==> config.mk <==
export PLATFORM = sky130hd
export DESIGN_NAME = sxc_top
export DESIGN_NICKNAME = d
export VERILOG_FILES = /design/src/core/sxc_pkg.sv /design/src/core/sxc_engine.sv /design/src/core/sxc_top.sv
export SDC_FILE = /design/constraint.sdc
export NUM_CORES = 1
export LEC_CHECK = 0
export ABC_AREA = 1
export BUFFER_PORTS_ARGS = -buffer_cell sky130_fd_sc_hd__buf_2
export CORE_UTILIZATION = 40
export DETAILED_ROUTE_END_ITERATION = 16
export PLACE_DENSITY = 0.67
export SETUP_SLACK_MARGIN = 0.3
export SLEW_MARGIN = 20
export SYNTH_ARGS = -nofsm -noshare
export SYNTH_HDL_FRONTEND = slang
export SYNTH_SLANG_ARGS = --single-unit
export TNS_END_PERCENT = 10
==> constraint.sdc <==
create_clock -name aclk -period 1.4 [get_ports aclk]
set_clock_uncertainty 0.05 [all_clocks]
set_input_delay 0 -clock aclk [delete_from_list [all_inputs] [get_ports aclk]]
set_output_delay 0 -clock aclk [all_outputs]
set_load 0.03 [all_outputs]
==> src/core/sxc_pkg.sv <==
/*
 * package for the serial crosspoint switch control block: field layout of
 * the five-bit load word, switch count, address map of the axi4-lite
 * register file and bus response codes.
 * assumes: nothing beyond a systemverilog compiler.
 */
package sxc_pkg;

    // ********************************************************************
    // load word layout
    // ********************************************************************
    localparam int unsigned WORD_W    = 5;  // bits held by the shift register
    localparam int unsigned STATE_BIT = 4;  // switch-state bit (msb)
    localparam int unsigned LINE_BIT  = 3;  // input line select bit
    localparam int unsigned OSEL_HI   = 2;  // output select, top bit
    localparam int unsigned OSEL_LO   = 0;  // output select, bottom bit
    localparam int unsigned OSEL_W    = 3;  // output select width
    localparam int unsigned NSW       = 16; // number of crosspoints
    localparam int unsigned NOUT      = 8;  // outputs per input line
    localparam int unsigned IDX_W     = 4;  // crosspoint index width

    // line select value that addresses the first input line
    localparam logic        LINE_A    = 1'h1;

    // ********************************************************************
    // register map (byte addresses)
    // ********************************************************************
    localparam int unsigned AW        = 4;
    localparam logic [AW-1:0] ADDR_CTRL   = 4'h0; // load port drive
    localparam logic [AW-1:0] ADDR_SHIFT  = 4'h4; // shift register view
    localparam logic [AW-1:0] ADDR_SWITCH = 4'h8; // crosspoint states
    localparam logic [AW-1:0] ADDR_COUNT  = 4'hc; // updates taken

    // control register bit positions
    localparam int unsigned CTRL_EN1N = 0; // first load enable, active low
    localparam int unsigned CTRL_EN2N = 1; // second load enable, active low
    localparam int unsigned CTRL_CLK  = 2; // shift clock level
    localparam int unsigned CTRL_DATA = 3; // serial data level
    localparam int unsigned CTRL_W    = 4;
    localparam logic [CTRL_W-1:0] CTRL_RST = 4'h3; // enables high, idle

    // axi response codes
    localparam logic [1:0] RESP_OKAY   = 2'h0;
    localparam logic [1:0] RESP_SLVERR = 2'h2;

endpackage : sxc_pkg

==> src/core/sxc_engine.sv <==
/*
 * sxc_engine: the load engine of the crosspoint control.  the serial port
 * levels are sampled on aclk; falling shift clock edges with both enables low shift data in,
 * rising load enable edges update the addressed crosspoint latch.
 * assumes: port levels already synchronous to aclk (the top drives them
 * from its own registers), aresetn synchronous active low.
 */
`timescale 1ns/1ps

module sxc_engine
    import sxc_pkg::*;
(
    input  wire logic              aclk,
    input  wire logic              aresetn,
    input  wire logic              shift_clock,  // serial shift clock level
    input  wire logic              sdata,        // serial data level
    input  wire logic              load_en1_n,   // first load enable
    input  wire logic              load_en2_n,   // second load enable
    output logic [WORD_W-1:0]      shreg_q,      // shift register
    output logic [NSW-1:0]         xpt_q,        // crosspoint latches
    output logic                   upd_q         // one-cycle update pulse
);

    // ********************************************************************
    // edge detection
    // ********************************************************************
    logic             clk_prev_q;    // previous shift clock level
    logic             en1_prev_q;    // previous first enable
    logic             en2_prev_q;    // previous second enable
    logic             fall;          // shift clock falling edge
    logic             rise;          // either enable rising
    logic             loading;       // both enables low
    logic [IDX_W-1:0] idx;           // addressed crosspoint
    logic [OSEL_W-1:0] osel;         // output select field

    // previous-level registers
    always_ff @(posedge aclk) begin
        if (!aresetn) begin
            clk_prev_q <= 1'b0;
            en1_prev_q <= 1'b1;
            en2_prev_q <= 1'b1;
        end else begin
            clk_prev_q <= shift_clock;
            en1_prev_q <= load_en1_n;
            en2_prev_q <= load_en2_n;
        end
    end

    assign fall    = clk_prev_q & ~shift_clock;              // see RULE4
    assign loading = ~load_en1_n & ~load_en2_n;              // see RULE1
    assign rise    = (~en1_prev_q & load_en1_n)
                   | (~en2_prev_q & load_en2_n);             // see RULE6

    // ********************************************************************
    // address decode: output code is inverted, bit-reversed output number
    // ********************************************************************
    // 111 -> out1 ... 000 -> out8; bits read x2 x1 x0 with x2 weight 1
    assign osel = ~{shreg_q[OSEL_LO], shreg_q[OSEL_LO+1], shreg_q[OSEL_HI]};
    // first line occupies indices 0..7, second 8..15
    assign idx  = {(shreg_q[LINE_BIT] != LINE_A), osel};     // see RULE10 RULE11

    // shift register: msb-first word, oldest bits fall off the top
    always_ff @(posedge aclk) begin
        if (!aresetn) begin
            shreg_q <= '0;
        end else if (fall && loading) begin                  // see RULE1
            shreg_q <= {shreg_q[WORD_W-2:0], sdata};         // see RULE2 RULE3 RULE5
        end
    end

    // one latch per crosspoint, only the addressed one updates
    generate
        for (genvar i = 0; i < NSW; i++) begin : g_xpt
            always_ff @(posedge aclk) begin
                if (!aresetn) begin
                    xpt_q[i] <= 1'b0;                        // all open
                end else if (rise && idx == IDX_W'(i)) begin // see RULE6 RULE9
                    xpt_q[i] <= shreg_q[STATE_BIT];          // see RULE7
                end                                          // see RULE8
            end
        end
    endgenerate

    // update pulse for the counter
    always_ff @(posedge aclk) begin
        if (!aresetn) begin
            upd_q <= 1'b0;
        end else begin
            upd_q <= rise;
        end
    end

endmodule : sxc_engine

==> src/core/sxc_top.sv <==
/*
 * sxc_top: control logic of a two-line by eight-output crosspoint switch.
 * software drives the serial load port levels through an axi4-lite
 * register, and reads back the shift register and all sixteen latches.
 * the latches also leave the block through a register to steer the analog switches.
 * assumes: single 200 mhz clock aclk, synchronous active-low aresetn,
 * an axi4-lite master issuing at most one write and one read at a time.
 */
// Design decisions made here: register access over AXI4-Lite and the register addresses.
//
// Summary of operation
// (RULE1) shift five bits while both enables low
// (RULE2) word is state, line, three output bits
// (RULE3) state bit shifted first, output lsb last
// (RULE4) data sampled on shift clock falling edge
// (RULE5) extra shifts keep last five bits only
// (RULE6) enable rise updates addressed latch only
// (RULE7) state one closes, zero opens switch
// (RULE8) each latch holds until readdressed
// (RULE9) any crosspoint combination may be closed
// (RULE10) line bit one is first input
// (RULE11) output code 111 is output one, etc
// (RULE12) controller sends extra bit as one
//
`timescale 1ns/1ps

module sxc_top
    import sxc_pkg::*;
(
    input  wire logic              aclk,
    input  wire logic              aresetn,
    // write address channel
    input  wire logic [31:0]       s_axi_awaddr,
    input  wire logic [2:0]        s_axi_awprot,
    input  wire logic              s_axi_awvalid,
    output logic                   s_axi_awready,
    // write data channel
    input  wire logic [31:0]       s_axi_wdata,
    input  wire logic [3:0]        s_axi_wstrb,
    input  wire logic              s_axi_wvalid,
    output logic                   s_axi_wready,
    // write response channel
    output logic [1:0]             s_axi_bresp,
    output logic                   s_axi_bvalid,
    input  wire logic              s_axi_bready,
    // read address channel
    input  wire logic [31:0]       s_axi_araddr,
    input  wire logic [2:0]        s_axi_arprot,
    input  wire logic              s_axi_arvalid,
    output logic                   s_axi_arready,
    // read data channel
    output logic [31:0]            s_axi_rdata,
    output logic [1:0]             s_axi_rresp,
    output logic                   s_axi_rvalid,
    input  wire logic              s_axi_rready,
    // crosspoint drive, bit 8*line+(output-1), line 0 is the first
    output logic [NSW-1:0]         xpt_closed_q
);

    // ********************************************************************
    // internal state
    // ********************************************************************
    logic [CTRL_W-1:0] ctrl_q;      // serial port drive levels
    logic [WORD_W-1:0] shreg;       // engine shift register
    logic [NSW-1:0]    xpt;         // engine latches
    logic              upd;         // engine update pulse
    logic [15:0]       count_q;     // updates taken, wraps
    logic              aw_held_q;   // write address captured
    logic              w_held_q;    // write data captured
    logic [AW-1:0]     awaddr_q;    // captured write address
    logic [31:0]       wdata_q;     // captured write data
    logic [3:0]        wstrb_q;     // captured strobes
    logic              wr_go;       // both halves present
    logic [31:0]       rd_mux;      // read data selection
    logic              rd_hit;      // read address decodes

    // ********************************************************************
    // load engine
    // ********************************************************************
    sxc_engine u_engine (
        .aclk        (aclk),
        .aresetn     (aresetn),
        .shift_clock (ctrl_q[CTRL_CLK]),
        .sdata       (ctrl_q[CTRL_DATA]),
        .load_en1_n  (ctrl_q[CTRL_EN1N]),
        .load_en2_n  (ctrl_q[CTRL_EN2N]),
        .shreg_q     (shreg),
        .xpt_q       (xpt),
        .upd_q       (upd)
    );

    // latches leave through a register
    always_ff @(posedge aclk) begin
        if (!aresetn) begin
            xpt_closed_q <= '0;
        end else begin
            xpt_closed_q <= xpt;                             // see RULE9
        end
    end

    // update counter, read-only
    always_ff @(posedge aclk) begin
        if (!aresetn) begin
            count_q <= '0;
        end else if (upd) begin
            count_q <= count_q + 16'h0001;
        end
    end

    // ********************************************************************
    // axi write path
    // ********************************************************************
    assign wr_go = aw_held_q && w_held_q && !s_axi_bvalid;

    // address capture; ready while nothing held and no write answer pending
    always_ff @(posedge aclk) begin
        if (!aresetn) begin
            aw_held_q     <= 1'b0;
            awaddr_q      <= '0;
            s_axi_awready <= 1'b1;
        end else if (s_axi_awvalid && s_axi_awready) begin
            aw_held_q     <= 1'b1;
            awaddr_q      <= s_axi_awaddr[AW-1:0];
            s_axi_awready <= 1'b0;
        end else if (wr_go) begin
            aw_held_q     <= 1'b0;
        end else if (!aw_held_q && !s_axi_bvalid) begin
            s_axi_awready <= 1'b1;
        end
    end

    // data capture, independent of address order
    always_ff @(posedge aclk) begin
        if (!aresetn) begin
            w_held_q     <= 1'b0;
            wdata_q      <= '0;
            wstrb_q      <= '0;
            s_axi_wready <= 1'b1;
        end else if (s_axi_wvalid && s_axi_wready) begin
            w_held_q     <= 1'b1;
            wdata_q      <= s_axi_wdata;
            wstrb_q      <= s_axi_wstrb;
            s_axi_wready <= 1'b0;
        end else if (wr_go) begin
            w_held_q     <= 1'b0;
        end else if (!w_held_q && !s_axi_bvalid) begin
            s_axi_wready <= 1'b1;
        end
    end

    // control register write; only the low byte matters
    always_ff @(posedge aclk) begin
        if (!aresetn) begin
            ctrl_q <= CTRL_RST;
        end else if (wr_go && awaddr_q == ADDR_CTRL && wstrb_q[0]) begin
            ctrl_q <= wdata_q[CTRL_W-1:0];                   // see RULE3 RULE12
        end
    end

    // write response: slverr for unmapped or read-only targets
    always_ff @(posedge aclk) begin
        if (!aresetn) begin
            s_axi_bvalid <= 1'b0;
            s_axi_bresp  <= RESP_OKAY;
        end else if (wr_go) begin
            s_axi_bvalid <= 1'b1;
            s_axi_bresp  <= (awaddr_q == ADDR_CTRL) ? RESP_OKAY
                                                    : RESP_SLVERR;
        end else if (s_axi_bready) begin
            s_axi_bvalid <= 1'b0;
        end
    end

    // ********************************************************************
    // axi read path
    // ********************************************************************
    // read data selection from the live read address
    always_comb begin
        rd_hit = 1'b1;
        rd_mux = '0;
        unique case (s_axi_araddr[AW-1:0])
            ADDR_CTRL:   rd_mux[CTRL_W-1:0] = ctrl_q;
            ADDR_SHIFT:  rd_mux[WORD_W-1:0] = shreg;
            ADDR_SWITCH: rd_mux[NSW-1:0]    = xpt;
            ADDR_COUNT:  rd_mux[15:0]       = count_q;
            default:     rd_hit             = 1'b0;
        endcase
    end

    // read address ready while no answer is outstanding
    always_ff @(posedge aclk) begin
        if (!aresetn) begin
            s_axi_arready <= 1'b1;
        end else if (s_axi_arvalid && s_axi_arready) begin
            s_axi_arready <= 1'b0;
        end else if (s_axi_rvalid && s_axi_rready) begin
            s_axi_arready <= 1'b1;
        end
    end

    // read answer one cycle after the address is taken
    always_ff @(posedge aclk) begin
        if (!aresetn) begin
            s_axi_rvalid <= 1'b0;
            s_axi_rdata  <= '0;
            s_axi_rresp  <= RESP_OKAY;
        end else if (s_axi_arvalid && s_axi_arready) begin
            s_axi_rvalid <= 1'b1;
            s_axi_rdata  <= rd_mux;
            s_axi_rresp  <= rd_hit ? RESP_OKAY : RESP_SLVERR;
        end else if (s_axi_rready) begin
            s_axi_rvalid <= 1'b0;
        end
    end

endmodule : sxc_top

==> Yosys cells after proc, flatten, opt, wreduce, memory -nomap -nowiden <==
Cells that the tools add are included.
{ "word_totals": {"output_inout_bits": 57, "word_cells": 134, "reg_bits": 97} }
{ "op_classes": {"reduce_logical": 43, "n_addsub": 1, "n_mux": 21, "bitwise_logic": 12, "n_eq_ne": 20} }
{ "op_table": {"columns": ["operator", "n"], "rows": [
  ["4-bit == test, second input constant", 10],
  ["1-bit logical AND", 27],
  ["11-bit one-hot mux with 2 select lines", 1],
  ["4-bit by 3-bit == test with 1-bit output, second input constant", 5],
  ["16-bit by 1-bit adder with 16-bit output, second input constant", 1],
  ["1-bit 2-to-1 mux", 16],
  ["4-bit one-hot mux with 4 select lines", 1],
  ["2-bit nonzero test", 7],
  ["4-bit zero test", 3],
  ["4-bit by 2-bit == test with 1-bit output, second input constant", 2],
  ["1-bit inverter", 6],
  ["1-bit bitwise AND", 4],
  ["4-bit by 1-bit == test with 1-bit output, second input constant", 1],
  ["2-bit 2-to-1 mux", 2],
  ["2-bit by 1-bit != test with 1-bit output, second input constant", 2],
  ["2-bit AND reduction", 2],
  ["4-bit OR reduction", 1],
  ["1-bit zero test", 3],
  ["3-bit inverter", 1],
  ["1-bit one-hot mux with 3 select lines", 1],
  ["1-bit bitwise OR", 1]
]} }

==> Longest topological paths before layout <==
{ "logic_depth": {"word_depth": 5, "ltp_mapped": 7, "depth_no_buf": 7} }

==> Cells and area by module <==
A second synthesis with hierarchy kept.
{ "hier_totals": {"hier_cells": 578, "hier_area_um2": 4146.5} }
{ "by_module_without_submodules": {"columns": ["mod", "cells_each", "seq_area_each_um2", "area_each_um2", "instances"], "rows": [
  ["sxc_top", 424, 1401.3, 3056.7, 1],
  ["sxc_engine", 154, 500.5, 1089.8, 1]
]} }

==> Least setup slack after synthesis <==
Ideal clock, no wire load.
{ "synth_timing": {"path_type": "register to register", "start": "register count_q[0]", "end": "register count_q[12]", "t_arrival_ps": 1182, "synth_period_minus_slack_ps": 1348, "path_stages_with_launch": 7, "required_ps": 1234, "path_slack_ps": 52, "path_cell_list": "dfxtp_1 -> ha_1 -> nand2_1 -> nor3_4 -> nand3_1 -> o21ai_0 -> nor2_1"} }
{ "synth_between": {"elab_chain_cells": 1} }
{ "synth_lines": {"columns": ["item", "line", "text"], "rows": [
  ["start, declared", "sxc_top.sv:67", "logic [15:0] count_q;"],
  ["start signal, assigned", "sxc_top.sv:106", "count_q <= count_q + 16'h0001;"],
  ["16-bit by 1-bit adder with 16-bit output", "sxc_top.sv:106", null]
]} }
No other way between the ends.
A chain may end at the register's enable or synchronous reset.

==> Final worst setup path <==
{ "layout_timing": {"start": "register count_q[1]", "end": "register count_q[5]"} }
The elaborated chain is that of the path after synthesis.

==> qor.yml <==
final_layout:
  n_antenna_cell: 0
  area_growth_pct: 24.0
  nets: 752
  drive_gt1_share_pct: 22.3
synth:
  synth-main-ff-cell: "dfxtp_1"
  synth.top_cell.area_share_pct: 46.7
  ys_warn_count: 0
  synth_edf_count: 0
  syn_avg_cell_area_sq_um: 7.44
  yosysMostFrequentCell: "dfxtp_1"
  syn_area_sq_um: 4080
  syn_inst: 548
  ys_ff_latch: 95
  yosys.area.top_type: "dfxtp_1"
  yosys-top-cells-area: "dfxtp_1 (47%), nand3_1 (8.4%), nand2_1 (7.8%), inv_1 (6.0%), a21oi_1 (5.6%)"
  netlist-cell-type-count: 29
  synth-async-reset-ratio_pct: 0
  synth_common_cells: "dfxtp_1 (95), nand2_1 (85), nand3_1 (68)"
  yosysSeqAreaShare_pct: 46.7
timing:
  rsz0062_at_grt: "yes"
  maxSlewViolCount: 0
  fmax_mhz: 759
  finalHoldViolCount: 0
  setup_viol: 0
  min_period_ps: 1320
  fin_ws_ps: 83.1
  finalCritPeriodShare_pct: 94.1
  setup_tns_ps: 0
route:
  vias: 3762
  vias_per_cell: 4.85
  drt_iter0_drc: 169
  drtAntennaViolNets: 0
  wl_mm: 9.65
  post_drt_wl_per_cell_microns: 12.5
  firstDrtPassIters: 5
  drcViolationCount: 0
global_route:
  grtUsageMet2_pct: 32.8
  top_usage_layer: "met2"
  first_global_vias: 3442
  grt_max_degree: 40
  grt_overflow: 0
  antenna_found_initial: 0
  grt_util_met3_pct: 6.37
  grt_usage_pct: 19.5
  grt_pass1_wl_mm: 16.1
  use_met1_pct: 23.9
clock_tree:
  cts_max_level: 3
  cts_made_buffers: 9
  insertion_delay_ps: 360
  cts_buffer_depth: 2
  clk_pin_slew_worst_paths_ps: 80
  tritoncts: "done"
  clockRootBuffer: "clkbuf_8"
  cts_sinks: 95
critical_path:
  ff2ff_path_depth: 5
  critPathLaunchType: "register"
  worst-setup-path-type: "reg2reg"
  path_max_fanout: 4
  cp.required_ps: 1640
  end_kind: "register"
  reg2reg_to: "count_q[5]$_SDFFE_PN0P_"
  reg2reg_from: "count_q[1]$_SDFFE_PN0P_"
  r2r_setup_slack_ps: 80
  worstPathArrival_ps: 1560
placed_design:
  gp_congestion: 0.798
  portBuffers: 58
  dp_slack_ps: 44.0
  dp_hpwl_mm: 6.43
power_and_ir_drop:
  p_leak_nw: 2.34
  ir_drop_uv: 618
  power_density_nw_per_um2: 1010
worst_hold_path:
  hold_start: "s_axi_araddr[2]"
  min_path_cells: 4
  hp-class: "in2reg"
  min_to: "s_axi_rdata[4]$_SDFFE_PN0P_"
floorplan:
  start_util_pct: 41.5
  die_y_microns: 103
  die_area_sq_um: 10600
  ioPinCount: 170
  fp-row-count: 36
  core-area_sq_um: 9820
  dieWidth_microns: 103
flow_run:
  cap_viol_max_count: 0
status:
  status: "completed"
## state kept, by name (all words and copies together) (netlist names), 4 cells and up
name and cells:
awaddr_q 4, count_q 16, ctrl_q 4, s_axi_rdata 16, u_engine.shreg_q 5, u_engine.xpt_q 16, wdata_q 4, xpt_closed_q 16
## worst max path at each step
| stage | endpoint | slack, ps | start | depth (start not counted) |
|---|---|---|---|---|
| 4_1_cts | count_q[8]$_SDFFE_PN0P_ | 60 | count_q[0]$_SDFFE_PN0P_ | 7 |
| 3_5_place_dp | count_q[12]$_SDFFE_PN0P_ | 40 | count_q[1]$_SDFFE_PN0P_ | 6 |
| 2_1_floorplan | count_q[12]$_SDFFE_PN0P_ | 200 | count_q[1]$_SDFFE_PN0P_ | 6 |
| 6_report | count_q[5]$_SDFFE_PN0P_ | 80 | count_q[1]$_SDFFE_PN0P_ | 5 |
| 5_1_grt | count_q[7]$_SDFFE_PN0P_ | 10 | count_q[1]$_SDFFE_PN0P_ | 6 |
| 3_3_place_gp | count_q[12]$_SDFFE_PN0P_ | 60 | count_q[0]$_SDFFE_PN0P_ | 6 |
## critical path, stage by stage (launching register included)
cell     delay (ps)
dfxtp_4         370
nand2_1         100
nor2_4          160
nand4_1         240
buf_4           210
a21oi_1         130
## where the power goes
| part | internal, mW | switching, mW |
|---|---|---|
| Combinational | 0.179 | 0.374 |
| Clock | 0.817 | 0.941 |
| Sequential | 2.76 | 0.0441 |
## layout by cell type, fill, tap and decap left out, drive strengths merged
cell         netlist  final
bufinv             0      1
o211ai             3      3
buf               32     89
a41oi              1      1
o22ai              1      1
inv               66     67
clkinv             1      1
nand3             69     69
dfxtp             95     95
clkinvlp           0      3
nand4             18     18
conb               1     18
a21oi             46     46
nor2              61     61
xor2               2      2
nor3               9      9
o21ai             46     46
clkbuf             9     10
ha                 1      1
nand2             86     86
a31oi              1      1
dlygate4sd3        0     14
## per-layer routing
layer	vias to the layer above	share of wire [%]
met5	-	0
met4	0	0.99
met3	9	6.7
met2	119	48
met1	1697	45
li1	1937	-
## logic make-up (layout without fill, tap and decap cells)
logic type      count (synthesis)  count (layout)  synth area share [%]
other cells                     1              18                0.0920
buf+inv                       108             185                  12.5
xor+xnor                        2               2                 0.430
fa+ha+maj                       1               1                 0.307
compound gates                 98              98                  12.7
flops                          95              95                  46.7
simple gates                  243             243                  27.3
## final cells by class
type | count | area, sq um
fill | 1000 | 4770
sequential | 95 | 1920
multi-input combinational | 362 | 1820
timing repair buffer | 103 | 701
inverter | 67 | 251
tap | 133 | 166
clock buffer | 10 | 128
clock inverter | 5 | 58.8
## per-stage QoR
step / power, mW / std cells / hold slack (ps) / util [%] / cell area, sq um
2_1_floorplan: 3.26 / 565 / 102 / - / 4170
3_3_place_gp: 3.36 / 734 / 197 / 46.3 / 4540
3_5_place_dp: 3.37 / 734 / 202 / 46.3 / 4540
4_1_cts: 5.13 / 769 / 5.50 / 50.5 / 4960
5_1_grt: 5.35 / 775 / 22.5 / 51.5 / 5050
6_report: 5.12 / 775 / 24.3 / 51.5 / 5050
## what timing repair did
| action | 4_1_cts | 5_1_grt |
|---|---|---|
| endpoints found under the hold margin | 20 | 0 |
| hold buffers | 14 | 0 |
| pin swaps | 7 | 7 |
| setup endpoints to repair | 40 | 55 |
| gates resized for setup | 16 | 16 |
| buffers inserted | 6 | 6 |
No activity file was read; power rests on OpenSTA's default activity.
